### config.mk
export PLATFORM = sky130hd
export DESIGN_NAME = adcc_top
export DESIGN_NICKNAME = d
export VERILOG_FILES = /design/src/adcc_pkg.sv /design/src/adcc_clkdiv.sv /design/src/adcc_top.sv
export VERILOG_INCLUDE_DIRS = /design/src /design/src/src
export SDC_FILE = /design/constraint.sdc
export NUM_CORES = 1
export LEC_CHECK = 0
export BUFFER_PORTS_ARGS = -buffer_cell sky130_fd_sc_hd__buf_4
export CORE_MARGIN = 3
export CORE_UTILIZATION = 25
export DETAILED_ROUTE_END_ITERATION = 10
export SLEW_MARGIN = 20
export SYNTH_ARGS = -nofsm -noshare
export SYNTH_HDL_FRONTEND = slang
export SYNTH_HIERARCHICAL = 1
export SYNTH_SLANG_ARGS = --single-unit
export TNS_END_PERCENT = 10
### constraint.sdc
create_clock -name aclk -period 5.8 [get_ports aclk]
set_clock_uncertainty 0.1 [all_clocks]
set_input_delay 0.58 -clock aclk [delete_from_list [all_inputs] [get_ports aclk]]
set_output_delay 0.58 -clock aclk [all_outputs]
set_load 0.02 [all_outputs]
### src/adcc_params.svh
`ifndef ADCC_PARAMS_SVH
`define ADCC_PARAMS_SVH

// register indices as printed, byte address is four times the index
`define ADCC_IDX_CONTROL     10'h0f3
`define ADCC_IDX_RESULT_HIGH 10'h0f4
`define ADCC_IDX_RESULT_LOW  10'h0f5
`define ADCC_IDX_IRQ_STATUS  10'h0f8
`define ADCC_IDX_IRQ_MASK    10'h0f9

// control register fields
`define ADCC_CTL_START_BIT   0
`define ADCC_CTL_CLK_LSB     1
`define ADCC_CTL_CLK_MSB     2
`define ADCC_CTL_EOC_BIT     3
`define ADCC_CTL_CH_LSB      4
`define ADCC_CTL_CH_MSB      6

// reset values
`define ADCC_CTL_RESET       8'h00
`define ADCC_MASK_RESET      8'h00

// conversion clock divide ratios
`define ADCC_DIV_16          5'h10
`define ADCC_DIV_8           5'h08
`define ADCC_DIV_4           5'h04
`define ADCC_DIV_1           5'h01

// interrupt status bit
`define ADCC_IRQ_EOC_BIT     0

// axi responses
`define ADCC_RESP_OKAY       2'h0
`define ADCC_RESP_SLVERR     2'h2

`endif

### src/adcc_pkg.sv
package adcc_pkg;

    typedef enum logic [1:0] {
        ADCC_CLK_DIV16,
        ADCC_CLK_DIV8,
        ADCC_CLK_DIV4,
        ADCC_CLK_DIV1
    } adcc_clk_sel_e;

    typedef enum logic {
        ADCC_IDLE,
        ADCC_CONVERTING
    } adcc_state_e;

    typedef logic [2:0] adcc_channel_t;

endpackage

### src/adcc_clkdiv.sv
`include "adcc_params.svh"

module adcc_clkdiv (
    // clock and reset
    input  wire logic                  aclk,
    input  wire logic                  aresetn,
    input  wire logic                  ce,
    // control
    input  wire logic                  run,
    input  wire adcc_pkg::adcc_clk_sel_e sel,
    // conversion clock enable
    output logic                       tick
);

    logic [4:0] ratio;
    logic [4:0] cnt_ff;
    logic       tick_ff;

    always_comb begin
        unique case (sel)
            adcc_pkg::ADCC_CLK_DIV16: ratio = `ADCC_DIV_16;
            adcc_pkg::ADCC_CLK_DIV8:  ratio = `ADCC_DIV_8;
            adcc_pkg::ADCC_CLK_DIV4:  ratio = `ADCC_DIV_4;
            adcc_pkg::ADCC_CLK_DIV1:  ratio = `ADCC_DIV_1;
        endcase
    end

    // one tick every ratio cycles while running
    always_ff @(posedge aclk) begin
        if (!aresetn) begin
            cnt_ff  <= 5'h00;
            tick_ff <= 1'b0;
        end else if (ce) begin
            if (!run) begin
                cnt_ff  <= 5'h00;
                tick_ff <= 1'b0;
            end else if (cnt_ff >= ratio - 5'h01) begin
                cnt_ff  <= 5'h00;
                tick_ff <= 1'b1;
            end else begin
                cnt_ff  <= cnt_ff + 5'h01;
                tick_ff <= 1'b0;
            end
        end
    end

    assign tick = tick_ff;

endmodule // adcc_clkdiv

### src/adcc_top.sv
// Implementation choice: the AXI4-Lite slave port.
`include "adcc_params.svh"

module adcc_top (
    // clock, reset, enable
    input  wire logic        aclk,
    input  wire logic        aresetn,
    input  wire logic        ce,
    // axi4-lite write address
    input  wire logic        awvalid,
    output logic             awready,
    input  wire logic [11:0] awaddr,
    input  wire logic [2:0]  awprot,
    // axi4-lite write data
    input  wire logic        wvalid,
    output logic             wready,
    input  wire logic [31:0] wdata,
    input  wire logic [3:0]  wstrb,
    // axi4-lite write response
    output logic             bvalid,
    input  wire logic        bready,
    output logic [1:0]       bresp,
    // axi4-lite read address
    input  wire logic        arvalid,
    output logic             arready,
    input  wire logic [11:0] araddr,
    input  wire logic [2:0]  arprot,
    // axi4-lite read data
    output logic             rvalid,
    input  wire logic        rready,
    output logic [31:0]      rdata,
    output logic [1:0]       rresp,
    // analog converter side
    output logic [2:0]       analog_channel,
    output logic             conv_enable,
    output logic             conv_start,
    output logic             conv_clk_tick,
    input  wire logic        conv_done,
    input  wire logic [15:0] conv_result,
    // interrupt
    output logic             irq
);

    localparam logic [11:0] ADDR_CONTROL = {`ADCC_IDX_CONTROL, 2'b00};
    localparam logic [11:0] ADDR_RES_HI  = {`ADCC_IDX_RESULT_HIGH, 2'b00};
    localparam logic [11:0] ADDR_RES_LO  = {`ADCC_IDX_RESULT_LOW, 2'b00};
    localparam logic [11:0] ADDR_STATUS  = {`ADCC_IDX_IRQ_STATUS, 2'b00};
    localparam logic [11:0] ADDR_MASK    = {`ADCC_IDX_IRQ_MASK, 2'b00};

    ////////////////////////////////////////////////////////////////////////////
    // write channel
    logic                     awready_ff;
    logic                     wready_ff;
    logic                     aw_held_ff;
    logic                     w_held_ff;
    logic [11:0]              waddr_ff;
    logic [7:0]               wbyte_ff;
    logic                     wlane_ff;
    logic                     bvalid_ff;
    logic [1:0]               bresp_ff;
    logic                     do_write;

    assign do_write = aw_held_ff && w_held_ff && !bvalid_ff;

    always_ff @(posedge aclk) begin
        if (!aresetn) begin
            aw_held_ff <= 1'b0;
            waddr_ff   <= 12'h000;
        end else if (ce) begin
            if (awvalid && awready_ff) begin
                aw_held_ff <= 1'b1;
                waddr_ff   <= awaddr;
            end else if (do_write) begin
                aw_held_ff <= 1'b0;
            end
        end
    end

    always_ff @(posedge aclk) begin
        if (!aresetn) begin
            w_held_ff <= 1'b0;
            wbyte_ff  <= 8'h00;
            wlane_ff  <= 1'b0;
        end else if (ce) begin
            if (wvalid && wready_ff) begin
                w_held_ff <= 1'b1;
                wbyte_ff  <= wdata[7:0];
                wlane_ff  <= wstrb[0];
            end else if (do_write) begin
                w_held_ff <= 1'b0;
            end
        end
    end

    // ready only while nothing of that kind is held
    always_ff @(posedge aclk) begin
        if (!aresetn) begin
            awready_ff <= 1'b0;
            wready_ff  <= 1'b0;
        end else if (ce) begin
            awready_ff <= !(aw_held_ff || (awvalid && awready_ff)) || do_write;
            wready_ff  <= !(w_held_ff || (wvalid && wready_ff)) || do_write;
            if (do_write) begin
                awready_ff <= 1'b0;
                wready_ff  <= 1'b0;
            end
        end
    end

    always_ff @(posedge aclk) begin
        if (!aresetn) begin
            bvalid_ff <= 1'b0;
            bresp_ff  <= `ADCC_RESP_OKAY;
        end else if (ce) begin
            if (do_write) begin
                bvalid_ff <= 1'b1;
                bresp_ff  <= (waddr_ff == ADDR_CONTROL || waddr_ff == ADDR_MASK)
                             ? `ADCC_RESP_OKAY : `ADCC_RESP_SLVERR;
            end else if (bvalid_ff && bready) begin
                bvalid_ff <= 1'b0;
            end
        end
    end

    ////////////////////////////////////////////////////////////////////////////
    // control register and sequencer
    logic                     wr_ctl;
    logic                     wr_mask;
    logic [2:0]               chan_ff;
    logic [1:0]               clk_sel_ff;
    logic                     enable_ff;
    logic                     eoc_ff;
    logic                     start_ff;
    adcc_pkg::adcc_state_e    state_ff;
    logic [15:0]              result_ff;
    logic                     done_meta_ff;
    logic                     done_sync_ff;
    logic                     done_prev_ff;
    logic                     done_event;
    logic                     tick;

    assign wr_ctl  = do_write && wlane_ff && waddr_ff == ADDR_CONTROL;
    assign wr_mask = do_write && wlane_ff && waddr_ff == ADDR_MASK;

    // control fields; bit 3 is not taken from the write
    always_ff @(posedge aclk) begin
        if (!aresetn) begin
            chan_ff    <= 3'(`ADCC_CTL_RESET >> `ADCC_CTL_CH_LSB);
            clk_sel_ff <= 2'h0;
            enable_ff  <= 1'b0;
        end else if (ce && wr_ctl) begin
            chan_ff    <= wbyte_ff[`ADCC_CTL_CH_MSB:`ADCC_CTL_CH_LSB];
            clk_sel_ff <= wbyte_ff[`ADCC_CTL_CLK_MSB:`ADCC_CTL_CLK_LSB];
            enable_ff  <= wbyte_ff[`ADCC_CTL_START_BIT];
        end
    end

    // converter done arrives from the analog side
    always_ff @(posedge aclk) begin
        if (!aresetn) begin
            done_meta_ff <= 1'b0;
            done_sync_ff <= 1'b0;
            done_prev_ff <= 1'b0;
        end else if (ce) begin
            done_meta_ff <= conv_done;
            done_sync_ff <= done_meta_ff;
            done_prev_ff <= done_sync_ff;
        end
    end

    assign done_event = done_sync_ff && !done_prev_ff && state_ff == adcc_pkg::ADCC_CONVERTING;

    always_ff @(posedge aclk) begin
        if (!aresetn) begin
            state_ff <= adcc_pkg::ADCC_IDLE;
            start_ff <= 1'b0;
        end else if (ce) begin
            start_ff <= wr_ctl && wbyte_ff[`ADCC_CTL_START_BIT];
            if (wr_ctl && wbyte_ff[`ADCC_CTL_START_BIT]) begin
                state_ff <= adcc_pkg::ADCC_CONVERTING;
            end else if (wr_ctl || done_event) begin
                state_ff <= adcc_pkg::ADCC_IDLE;
            end
        end
    end

    // start clears, completion sets
    always_ff @(posedge aclk) begin
        if (!aresetn) begin
            eoc_ff    <= 1'b0;
            result_ff <= 16'h0000;
        end else if (ce) begin
            if (wr_ctl && wbyte_ff[`ADCC_CTL_START_BIT]) begin
                eoc_ff <= 1'b0;
            end else if (done_event) begin
                eoc_ff    <= 1'b1;
                result_ff <= conv_result;
            end
        end
    end

    adcc_clkdiv u_clkdiv (
        .aclk    (aclk),
        .aresetn (aresetn),
        .ce      (ce),
        .run     (state_ff == adcc_pkg::ADCC_CONVERTING),
        .sel     (adcc_pkg::adcc_clk_sel_e'(clk_sel_ff)),
        .tick    (tick)
    );

    ////////////////////////////////////////////////////////////////////////////
    // interrupt
    logic [7:0]               irq_sts_ff;
    logic [7:0]               irq_mask_ff;
    logic                     irq_ff;
    logic                     rd_sts;

    always_ff @(posedge aclk) begin
        if (!aresetn) begin
            irq_mask_ff <= `ADCC_MASK_RESET;
        end else if (ce && wr_mask) begin
            irq_mask_ff <= wbyte_ff;
        end
    end

    // completion wins over read clear
    always_ff @(posedge aclk) begin
        if (!aresetn) begin
            irq_sts_ff <= 8'h00;
        end else if (ce) begin
            irq_sts_ff <= (rd_sts ? 8'h00 : irq_sts_ff)
                          | {7'h00, done_event};
        end
    end

    always_ff @(posedge aclk) begin
        if (!aresetn) begin
            irq_ff <= 1'b0;
        end else if (ce) begin
            irq_ff <= |(irq_sts_ff & irq_mask_ff);
        end
    end

    ////////////////////////////////////////////////////////////////////////////
    // read channel
    logic                     arready_ff;
    logic                     rvalid_ff;
    logic [31:0]              rdata_ff;
    logic [1:0]               rresp_ff;
    logic                     rd_take;
    logic [7:0]               rd_byte;
    logic                     rd_hit;

    assign rd_take = arvalid && arready_ff;
    assign rd_sts  = rd_take && araddr == ADDR_STATUS;

    always_comb begin
        rd_hit  = 1'b1;
        rd_byte = 8'h00;
        unique case (araddr)
            ADDR_CONTROL: rd_byte = {1'b0, chan_ff, eoc_ff, clk_sel_ff, enable_ff};
            ADDR_RES_HI:  rd_byte = result_ff[15:8];
            ADDR_RES_LO:  rd_byte = result_ff[7:0];
            ADDR_STATUS:  rd_byte = irq_sts_ff;
            ADDR_MASK:    rd_byte = irq_mask_ff;
            default:      rd_hit  = 1'b0;
        endcase
    end

    always_ff @(posedge aclk) begin
        if (!aresetn) begin
            arready_ff <= 1'b0;
            rvalid_ff  <= 1'b0;
            rdata_ff   <= 32'h00000000;
            rresp_ff   <= `ADCC_RESP_OKAY;
        end else if (ce) begin
            if (rd_take) begin
                arready_ff <= 1'b0;
                rvalid_ff  <= 1'b1;
                rdata_ff   <= {24'h000000, rd_byte};
                rresp_ff   <= rd_hit ? `ADCC_RESP_OKAY : `ADCC_RESP_SLVERR;
            end else if (rvalid_ff) begin
                if (rready) begin
                    rvalid_ff <= 1'b0;
                end
            end else begin
                arready_ff <= 1'b1;
            end
        end
    end

    ////////////////////////////////////////////////////////////////////////////
    // converter outputs
    logic                     tick_out_ff;

    always_ff @(posedge aclk) begin
        if (!aresetn) begin
            tick_out_ff   <= 1'b0;
        end else if (ce) begin
            tick_out_ff   <= tick;
        end
    end

    assign awready        = awready_ff;
    assign wready         = wready_ff;
    assign bvalid         = bvalid_ff;
    assign bresp          = bresp_ff;
    assign arready        = arready_ff;
    assign rvalid         = rvalid_ff;
    assign rdata          = rdata_ff;
    assign rresp          = rresp_ff;
    // channel and enable leave the control flops directly, in step with start
    assign analog_channel = chan_ff;
    assign conv_enable    = enable_ff;
    assign conv_start     = start_ff;
    assign conv_clk_tick  = tick_out_ff;
    assign irq            = irq_ff;

endmodule // adcc_top

==> results of run 1 <==
-- worst max-delay path, delay by kind of cell, from the launching register on --
kind	cells	cell delay [ns]
flops	1	0.31
compound gates	1	0.17
simple gates	3	1.87
-- stage by stage --
stage          hold slack (ns)  worst slack, ns
2_1_floorplan            0.331             3.67
3_3_place_gp             0.338             3.14
3_5_place_dp             0.342             3.11
4_1_cts                  0.351             3.27
5_1_grt                  0.370             3.10
6_report                 0.353             3.29
-- cell usage after synthesis, drive strengths merged (5+ instances only) --
| cell | n |
|---|---|
| nand2 | 100 |
| dfxtp | 83 |
| a21oi | 37 |
| buf | 33 |
| clkbuf | 33 |
| nor2 | 31 |
| mux2i | 24 |
| nand4 | 18 |
| nand3 | 17 |
| a41oi | 16 |
| o311ai | 16 |
| nand2b | 12 |
| a221oi | 8 |
| ha | 6 |
| nor3 | 6 |
| inv | 5 |
-- cells in the final DEF, fill, tap and decap left out, types with 5 or more instances in the layout --
master       n
a21oi_1     36
a221oi_1     8
a41oi_1     16
buf_4       82
clkbuf_16    9
conb_1      27
dfxtp_1     83
ha_1         6
inv_1        5
mux2i_1     24
nand2_1    100
nand2b_1    12
nand3_1     17
nand4_1     18
nor2_1      31
nor3_1       6
o311ai_0    16
-- worst max path at each step --
stage,slack (ns),end
after floorplan,3.67,irq_mask_ff[0]
final,3.29,conv_start
after CTS,3.27,conv_start
after global routing,3.10,result_ff[11]
after detailed placement,3.11,rdata[3]
after global placement,3.14,rdata[6]
-- cells by family after synthesis --
kind of cell	after synthesis	synth area share, %
and+or+nand+nor	215	25.1
buffers and inverters	72	8.96
DFF	83	39.5
other	2	0.179
AOI/OAI and AO/OA	106	18.6
muxes	24	5.71
xor gates and xnor gates	1	0.208
adders and majority gates	6	1.79
-- per-layer routing --
metal	GRT usage (%)	wire length, um	part of all wire (%)
met2	18.6	5180	47
met5	0	0	0
met1	15.6	5010	46
met3	3.16	637	5.8
met4	3.53	125	1.1
-- sequential cells by signal, indices dropped and copies added, names as in the netlist, 2 cells and up --
register / flops
wbyte_ff: 8
clk_sel_ff: 2
result_ff: 16
rdata: 8
waddr_ff: 12
u_clkdiv/cnt_ff: 5
analog_channel: 3
irq_mask_ff: 8
-- power by group through the flow --
| stage | clock network (mW) | registers, mW | logic [mW] |
|---|---|---|---|
| 2_1_floorplan | 0 | 0.598 | 0.0672 |
| 3_3_place_gp | 0 | 0.596 | 0.103 |
| 3_5_place_dp | 0 | 0.597 | 0.104 |
| 4_1_cts | 0.603 | 0.584 | 0.104 |
| 5_1_grt | 0.625 | 0.584 | 0.113 |
| 6_report | 0.592 | 0.584 | 0.103 |
-- layout make-up --
type / count / area, sq um / share of cell area (%)
multi-input combinational: 379 / 2260 / 44.0
clock inverter: 6 / 71.3 / 1.39
inverter: 6 / 22.5 / 0.438
sequential: 83 / 1660 / 32.3
timing repair buffer: 82 / 616 / 12.0
tap: 216 / 270 / 5.26
clock buffer: 10 / 239 / 4.65
==> impl_metrics.ini, run 1 <==
[run_status]
status = complete, no violations

[pwr]
pwr-share-seq_pct = 45.6
netSwitchingFraction_pct = 24.4
p_sw_mw = 0.312
vdd_drop_max_uv = 119
intPower_mw = 0.967
pwr-share-clk_pct = 46.3
total_power_mw = 1.28
p_leak_nw = 1.94
power_frac_comb_pct = 8.1
power_density_nw_per_um2 = 249

[logic_synthesis]
synth-edff-count = 0
ys_ff_latch = 83
ys.flop_type = dfxtp_1
synth_area_sq_um = 4210
netlist.area_leader.share_pct = 39.5
synthCells = 509
async_reset_ff_share_pct = 0
synthTopCellsByArea = dfxtp_1 40%, nand2_1 8.9%, mux2i_1 5.7%, buf_4 4.6%, a21oi_1 4.3%
ys_types = 53
seq_area_frac_synth_pct = 39.5
ys_warn_count = 6
syn_avg_cell_area_sq_um = 8.26
synth_top_cell_by_area = dfxtp_1

[grt]
grt_usage_pct = 11.7
grt_pass1_wl_mm = 17.4
grt_pass1_vias = 3340
grt-ovfl-total = 0
grt_antenna_before_repair = 0
grt_max_degree = 83

[sta]
layout_min_cycle_time_ns = 2.51
setup-violations-final = 0
relSlewSlack_pct = 30.8
tns_ns = 0
rsz0062_at_grt = false
fmax_ghz = 0.399
hold_viol = 0
finalMaxSlewViolations = 0
worst_pin_slew_ns = 1.04
final.period_utilization_pct = 43.3

[floorplan]
start_util_pct = 26.0
die_h_um = 136
die_x_um = 136
dieArea_sq_um = 18400
core.rowCount = 46
core_sq_um = 16200
ioPinCount = 139

[final_layout]
fillerInstances = 1718
insertedDiodeCount = 0
fin_nets = 658
syn2layout_area_growth_pct = 22.3
finalNonFillerCells = 782
final_util_pct = 31.8
layout-drive-gt1-share_pct = 18.9
final_area_sq_um = 5140

[clock_network]
cts_root_buf = clkbuf_16
cts.path.max_buffers = 2
numCtsBuffers = 9
numClockSinks = 83
cts_resized = 0
cts_tree = built
ctsHtreeMaxLevel = 3
hold_buffers = 0
cts_setup_buffers = 0
clkTransAtPathRegs_ns = 0.07
worstSkewPairLatency_ns = 0.34

[setup_path]
r2r-start = waddr_ff[0]
max_stage_delay_ns = 0.90
cp-start-kind = register
arrival_ns = 2.69
crit_start = waddr_ff[0]
r2r_cells = 4
path_cells = or4b_1, or4_1, nor3_1, o21a_1
r2r_setup_slack_ns = 3.29
criticalPathCategory = register to register
cp_max_fo = 33
endpoint_kind = register
r2r_end = conv_start
critical_path_required_ns = 5.98
cp_slowest_cell = or4_1

[flow_run]
maxCapViolCount = 0

[placement]
placed_area_sq_um = 4830
io_buffers = 79
dpl.cell_count = 766
gp_congestion = 0.783
place_hpwl_mm = 7.74

[routing]
drt_wl_total_mm = 11.0
ant_nets = 0
vias_per_cell = 4.77
avgRoutedWirePerCell_um = 14.0
drtIter0Drc = 179
dr_total_vias = 3728
first_pass_iters = 4
drc = 0

[min_path]
hold_path.class = register to register
worst_hold_path.num_cells = 2
hold_end = waddr_ff[10]
min_from = waddr_ff[10]
(Power assumes the default switching activity.)
==> run 2, diff against run 1 <==
--- a/config.mk
+++ b/config.mk
@@ -6,6 +6,7 @@
 export SDC_FILE = /design/constraint.sdc
 export NUM_CORES = 1
 export LEC_CHECK = 0
+export ABC_AREA = 1
 export BUFFER_PORTS_ARGS = -buffer_cell sky130_fd_sc_hd__buf_4
 export CORE_MARGIN = 3
 export CORE_UTILIZATION = 25
==> constraint.sdc (replaced) <==
create_clock -name aclk -period 2.25 [get_ports aclk]
set_clock_uncertainty 0.1 [all_clocks]
set_input_delay 0.225 -clock aclk [delete_from_list [all_inputs] [get_ports aclk]]
set_output_delay 0.225 -clock aclk [all_outputs]
set_load 0.02 [all_outputs]
==> run 2 against run 1 <==
Combinational power increased to 2.7 times the previous value. Hold slack got worse by 0.32 ns. Utilization increased by 0.22 points. Critical path type unchanged. Largest power group is now registers.
==> impl_metrics.ini, run 2 <==
[final_layout]
largest_reg_flops = 16
ff_latch_area_sq_um = 1660
fillerInstances = 1692
top_regs = result_ff: 16 flops, waddr_ff: 12 flops
finalNonFillerCells = 811
final_util_pct = 32.0
multi_input_area_sq_um = 1830
layout_common_cells = 89 x buf_4, 83 x dfxtp_1, 68 x nand2_1
layout-drive-gt1-share_pct = 23.3
insertedDiodeCount = 0
final_area_sq_um = 4900
fin_nets = 692
regMostFlops = result_ff
syn2layout_area_growth_pct = 24.5
final_common_cell = buf_4

[floorplan]
core_sq_um = 15300
ioPinCount = 139
core.rowCount = 45
dieArea_sq_um = 17300
start_util_pct = 25.7
die_h_um = 131
die_x_um = 131

[flow_run]
maxCapViolCount = 0

[sta]
whs_ns = 0.0282
fmax_ghz = 0.582
setup-violations-final = 0
rsz0062_at_grt = false
tns_ns = 0
finalMaxSlewViolations = 0
hold_viol = 0
setup_slack_ns = 0.532
final.period_utilization_pct = 76.3
layout_min_cycle_time_ns = 1.72
worst_pin_slew_ns = 0.729
relSlewSlack_pct = 51.3

[setup_path]
r2r_setup_slack_ns = 0.53
endpoint_kind = register
cp_num_buf_inv = 1
max_stage_delay_ns = 0.36
cp_slowest_cell = dfxtp_1
critPathTopFamily = simple AND/OR/NAND/NOR gates
critical_path_required_ns = 2.41
cp-start-kind = register
r2r_cells = 9
r2r-start = clk_sel_ff[1]
r2r_end = u_clkdiv/cnt_ff[3]
cp_max_fo = 5
path_cells = or2_2, ha_1, nand2_1, inv_1, nand2_2, nand2_2, nor2_4, nand2_1, a21oi_1
criticalPathCategory = register to register
arrival_ns = 1.88

[clock_network]
cts_root_buf = clkbuf_16
numClockSinks = 83
cts_resized = 0
clkTransAtPathRegs_ns = 0.06
hold_buffers = 0
ctsHtreeMaxLevel = 3
cts.path.max_buffers = 2
numCtsBuffers = 9
cts_setup_buffers = 0
worstSkewPairLatency_ns = 0.33
cts_tree = built

[logic_synthesis]
syn_avg_cell_area_sq_um = 7.56
synth_commonest_cells = 83 x dfxtp_1, 68 x nand2_1, 57 x nor2_1, 53 x a21oi_1, 46 x inv_1
async_reset_ff_share_pct = 0
ys_types = 34
ys.flop_type = dfxtp_1
ys_ff_latch = 83
ys_warn_count = 6
synthCells = 521
synth_area_sq_um = 3940
netlist.area_leader.share_pct = 42.2
seq_area_frac_synth_pct = 42.2
synth_top_cell_by_area = dfxtp_1
synth_most_common_cell = dfxtp_1
synthTopCellsByArea = dfxtp_1 42%, a21oi_1 6.7%, nand2_1 6.5%, o21ai_0 5.7%, nor2_1 5.4%
synth-edff-count = 0

[grt]
grt-ovfl-total = 0
grt_pass1_wl_mm = 15.4
busiest_layer = met2
grt_max_degree = 35
grt_use_met3_pct = 3.37
grt_usage_pct = 10.9
grt_use_met2_pct = 16.4
use_met1_pct = 14.3
grt_antenna_before_repair = 0
grt_pass1_vias = 3164

[pwr]
vdd_drop_max_uv = 340
total_power_mw = 3.16
p_leak_nw = 2.08
power_density_nw_per_um2 = 645

[routing]
drtIter0Drc = 182
vias_per_cell = 4.24
first_pass_iters = 4
dr_total_vias = 3437
drt_wl_total_mm = 9.57
drc = 0
ant_nets = 0
avgRoutedWirePerCell_um = 11.8

[placement]
io_buffers = 79
pre_cts_ws_ns = 0.507
placed_area_sq_um = 4620
place_hpwl_mm = 7.22
dpl.cell_count = 795
gp_congestion = 0.797

[min_path]
min_from = conv_done
hold_end = done_meta_ff
worst_hold_path.num_cells = 3
hold_path.class = input port to register

[run_status]
status = complete, no violations
## run 2: cell types whose count changed after synthesis, moves of 16 or more
cell	before	now
o311ai_0	16	0
nor2_1	31	57
mux2i_1	24	0
a21oi_1	36	53
o21ai_0	3	45
clkbuf_1	33	15
inv_1	5	46
nand2_1	100	68
## run 2: power by group
group          internal (mW)  switching [mW]  total (mW)
clock network          0.786           0.582        1.37
registers               1.50          0.0162        1.52
logic                  0.112           0.165       0.278
total                   2.40           0.764        3.16
## run 2: layout make-up
type                       count  area share [%]
clock buffer                  12            5.03
clock inverter                 4           0.689
inverter                      53            4.06
multi-input combinational    359            37.3
sequential                    83            33.9
tap                          211            5.39
timing repair buffer          89            13.6
## run 2: worst max-delay path by stage
| stage | start | endpoint | slack [ns] | depth (start not counted) |
|---|---|---|---|---|
| 2_1_floorplan | clk_sel_ff[1] | u_clkdiv/cnt_ff[0] | 0.69 | 9 |
| 3_3_place_gp | ce | waddr_ff[6] | 0.50 | 4 |
| 3_5_place_dp | ce | waddr_ff[9] | 0.51 | 4 |
| 4_1_cts | clk_sel_ff[1] | u_clkdiv/cnt_ff[1] | 0.52 | 9 |
| 5_1_grt | clk_sel_ff[1] | u_clkdiv/cnt_ff[3] | 0.38 | 9 |
| 6_report | clk_sel_ff[1] | u_clkdiv/cnt_ff[3] | 0.53 | 9 |
## run 2: kinds of logic after synthesis
family          Yosys count  synth area share, %
simple gates            196                 23.9
compound gates          130                 18.1
buf+inv                 104                 13.7
flops                    83                 42.2
fa+ha+maj                 6                 1.91
other cells               2                0.191
## run 2: per-layer routing
metal	share of wire, %	up-vias
met2	45	78
met1	46	1530
met4	1.8	0
li1	-	1819
met3	6.8	10
met5	0	-
## run 2: worst reg2reg max path: stages, from the launching register on
cell and delay (ns):
dfxtp_1 0.36, or2_2 0.32, ha_1 0.29, nand2_1 0.09, inv_1 0.05, nand2_2 0.07, nand2_2 0.06, nor2_4 0.13
nand2_1 0.07, a21oi_1 0.11
==> run 3, diff against run 2 <==
==> constraint.sdc (replaced) <==
create_clock -name aclk -period 1.8 [get_ports aclk]
set_clock_uncertainty 0.1 [all_clocks]
set_input_delay 0.18 -clock aclk [delete_from_list [all_inputs] [get_ports aclk]]
set_output_delay 0.18 -clock aclk [all_outputs]
set_load 0.02 [all_outputs]
==> run 3 against run 2 <==
Total power grew 31%. Die area is the same. Largest cell class unchanged. Fmax grew 2.1%. Largest power group unchanged. Wire length grew 0.93%. Cell count grew 2.2%. Worst setup slack lost 0.41 ns. Hold slack lost 0.019 ns. Clock power grew 36%. Sequential share of layout area shrank 1.5 points. Critical endpoint is now u_clkdiv/cnt_ff[0]. Combinational power grew 37%. Critical path depth is the same. Non-clock buffer count grew 18.
==> impl_metrics.ini, run 3 (synthesis gave the netlist of run 2 again) <==
[setup_path]
r2r_setup_slack_ns = 0.12
r2r_end = u_clkdiv/cnt_ff[0]
cp_num_buf_inv = 1
r2r-start = clk_sel_ff[0]
cp-start-kind = register
critPathTopFamily = simple AND/OR/NAND/NOR gates
critical_path_required_ns = 1.97
crit_start = clk_sel_ff[0]
r2r_cells = 9
arrival_ns = 1.86
cp_max_fo = 5
endpoint_kind = register
cp_slowest_cell = dfxtp_2
path_cells = or2_2, ha_1, nand2_2, inv_1, nand2_2, nand2_2, nor2_4, nand2_1, a21oi_1
criticalPathCategory = register to register
timing.critical_path.mode_cell = nand2_2
max_stage_delay_ns = 0.34

[clock_network]
clkTransAtPathRegs_ns = 0.07
cts.path.max_buffers = 2
worstSkewPairLatency_ns = 0.34
numClockSinks = 83
numCtsBuffers = 9
ctsHtreeMaxLevel = 3
cts_tree = built
cts_root_buf = clkbuf_16

[min_path]
hold_path.class = input port to register
hold_end = result_ff[5]
min_from = conv_result[5]
worst_hold_path.num_cells = 3

[floorplan]
start_util_pct = 25.7
dieArea_sq_um = 17300
ioPinCount = 139
die_h_um = 131
core_sq_um = 15300
die_x_um = 131
core.rowCount = 45

[final_layout]
fin_nets = 710
regMostFlops = result_ff
finalNonFillerCells = 829
final_common_cell = buf_4
layout-drive-gt1-share_pct = 24.1
multi_input_area_sq_um = 1840
ff_latch_area_sq_um = 1660
insertedDiodeCount = 0
top_regs = result_ff: 16 flops, waddr_ff: 12 flops
layout_common_cells = 90 x buf_4, 82 x dfxtp_1, 66 x nand2_1
largest_reg_flops = 16
fillerInstances = 1703
syn2layout_area_growth_pct = 30.4

[pwr]
p_sw_mw = 1.00
vdd_drop_max_uv = 491
power_density_nw_per_um2 = 805
power_frac_comb_pct = 9.2
p_leak_nw = 2.18
netSwitchingFraction_pct = 24.3
pwr-share-clk_pct = 44.9
intPower_mw = 3.13
total_power_mw = 4.13
pwr-share-seq_pct = 45.9

[routing]
drt_wl_total_mm = 9.66
ant_nets = 0
drc = 0
vias_per_cell = 4.23
dr_total_vias = 3509
drtIter0Drc = 179
avgRoutedWirePerCell_um = 11.7
first_pass_iters = 4

[sta]
fmax_ghz = 0.594
layout_min_cycle_time_ns = 1.68
setup-violations-final = 0
hold_viol = 0
finalMaxSlewViolations = 0
rsz0062_at_grt = false
final.period_utilization_pct = 93.5
tns_ns = 0
setup_slack_ns = 0.117

[placement]
gp_congestion = 0.750
dpl.cell_count = 798
io_buffers = 79
place_hpwl_mm = 7.24
pre_cts_ws_ns = 0.140

[grt]
grt-ovfl-total = 0
grt_pass1_vias = 3278
grt_max_degree = 37
grt_usage_pct = 11.1
grt_pass1_wl_mm = 15.7
grt_antenna_before_repair = 0

[run_status]
status = complete, no violations

[flow_run]
maxCapViolCount = 0
-- run 3: cell count changes in the layout (fill, tap and decap cells not counted), sizes merged --
cell and delta:
clkinv +1, bufinv +1, inv +1, clkbuf -3
buf +3, dlygate4sd3 +15
-- run 3: final cells by class --
class	instances	share of cell area (%)
Clock buffer	9	4.39
Clock inverter	7	1.49
Inverter	53	3.88
Multi-Input combinational cell	359	35.8
Sequential cell	83	32.4
Tap cell	211	5.15
Timing Repair Buffer	107	16.9
-- run 3: tightest hold or removal path: stages --
cell,delay [ns]
buf_4,0.07
o21ai_0,0.07
nor2_1,0.08
-- run 3: worst max-delay path by stage --
stage,endpoint,cells after the start
floorplan,u_clkdiv/cnt_ff[0],9
global placement,u_clkdiv/cnt_ff[0],9
detailed placement,u_clkdiv/cnt_ff[0],9
CTS,u_clkdiv/cnt_ff[0],9
global route,u_clkdiv/cnt_ff[2],9
finish,u_clkdiv/cnt_ff[0],9
-- run 3: metal layers --
metal / share of wire, % / vias to the layer above / global-route usage [%]
met5: 0 / - / 0
met4: 2.8 / 0 / 5.54
met3: 5.2 / 14 / 2.64
met2: 45 / 80 / 16.7
met1: 47 / 1553 / 14.7
li1: - / 1862 / -
-- run 3: metrics by stage --
stage,hold WS (ns),area [sq um],utilization [%]
finish,0.00880,5130,33.5
global route,0.0202,5130,33.5
CTS,0.00187,5120,33.4
detailed placement,0.311,4670,30.5
global placement,0.313,4670,30.5
floorplan,0.173,4030,-
-- run 3: power groups by stage --
stage,Combinational (mW),Clock (mW),Sequential (mW)
floorplan,0.227,0,1.95
global placement,0.355,0,1.94
detailed placement,0.357,0,1.94
CTS,0.384,1.91,1.89
global route,0.423,1.98,1.90
finish,0.380,1.86,1.89
-- run 3: what timing repair did --
| item | 4_1_cts | 5_1_grt |
|---|---|---|
| endpoints found under the setup margin | 0 | 1 |
| endpoints found under the hold margin | 15 | 0 |
| setup buffers | 0 | 0 |
| hold buffers | 15 | 0 |
| gates resized for setup | 0 | 4 |
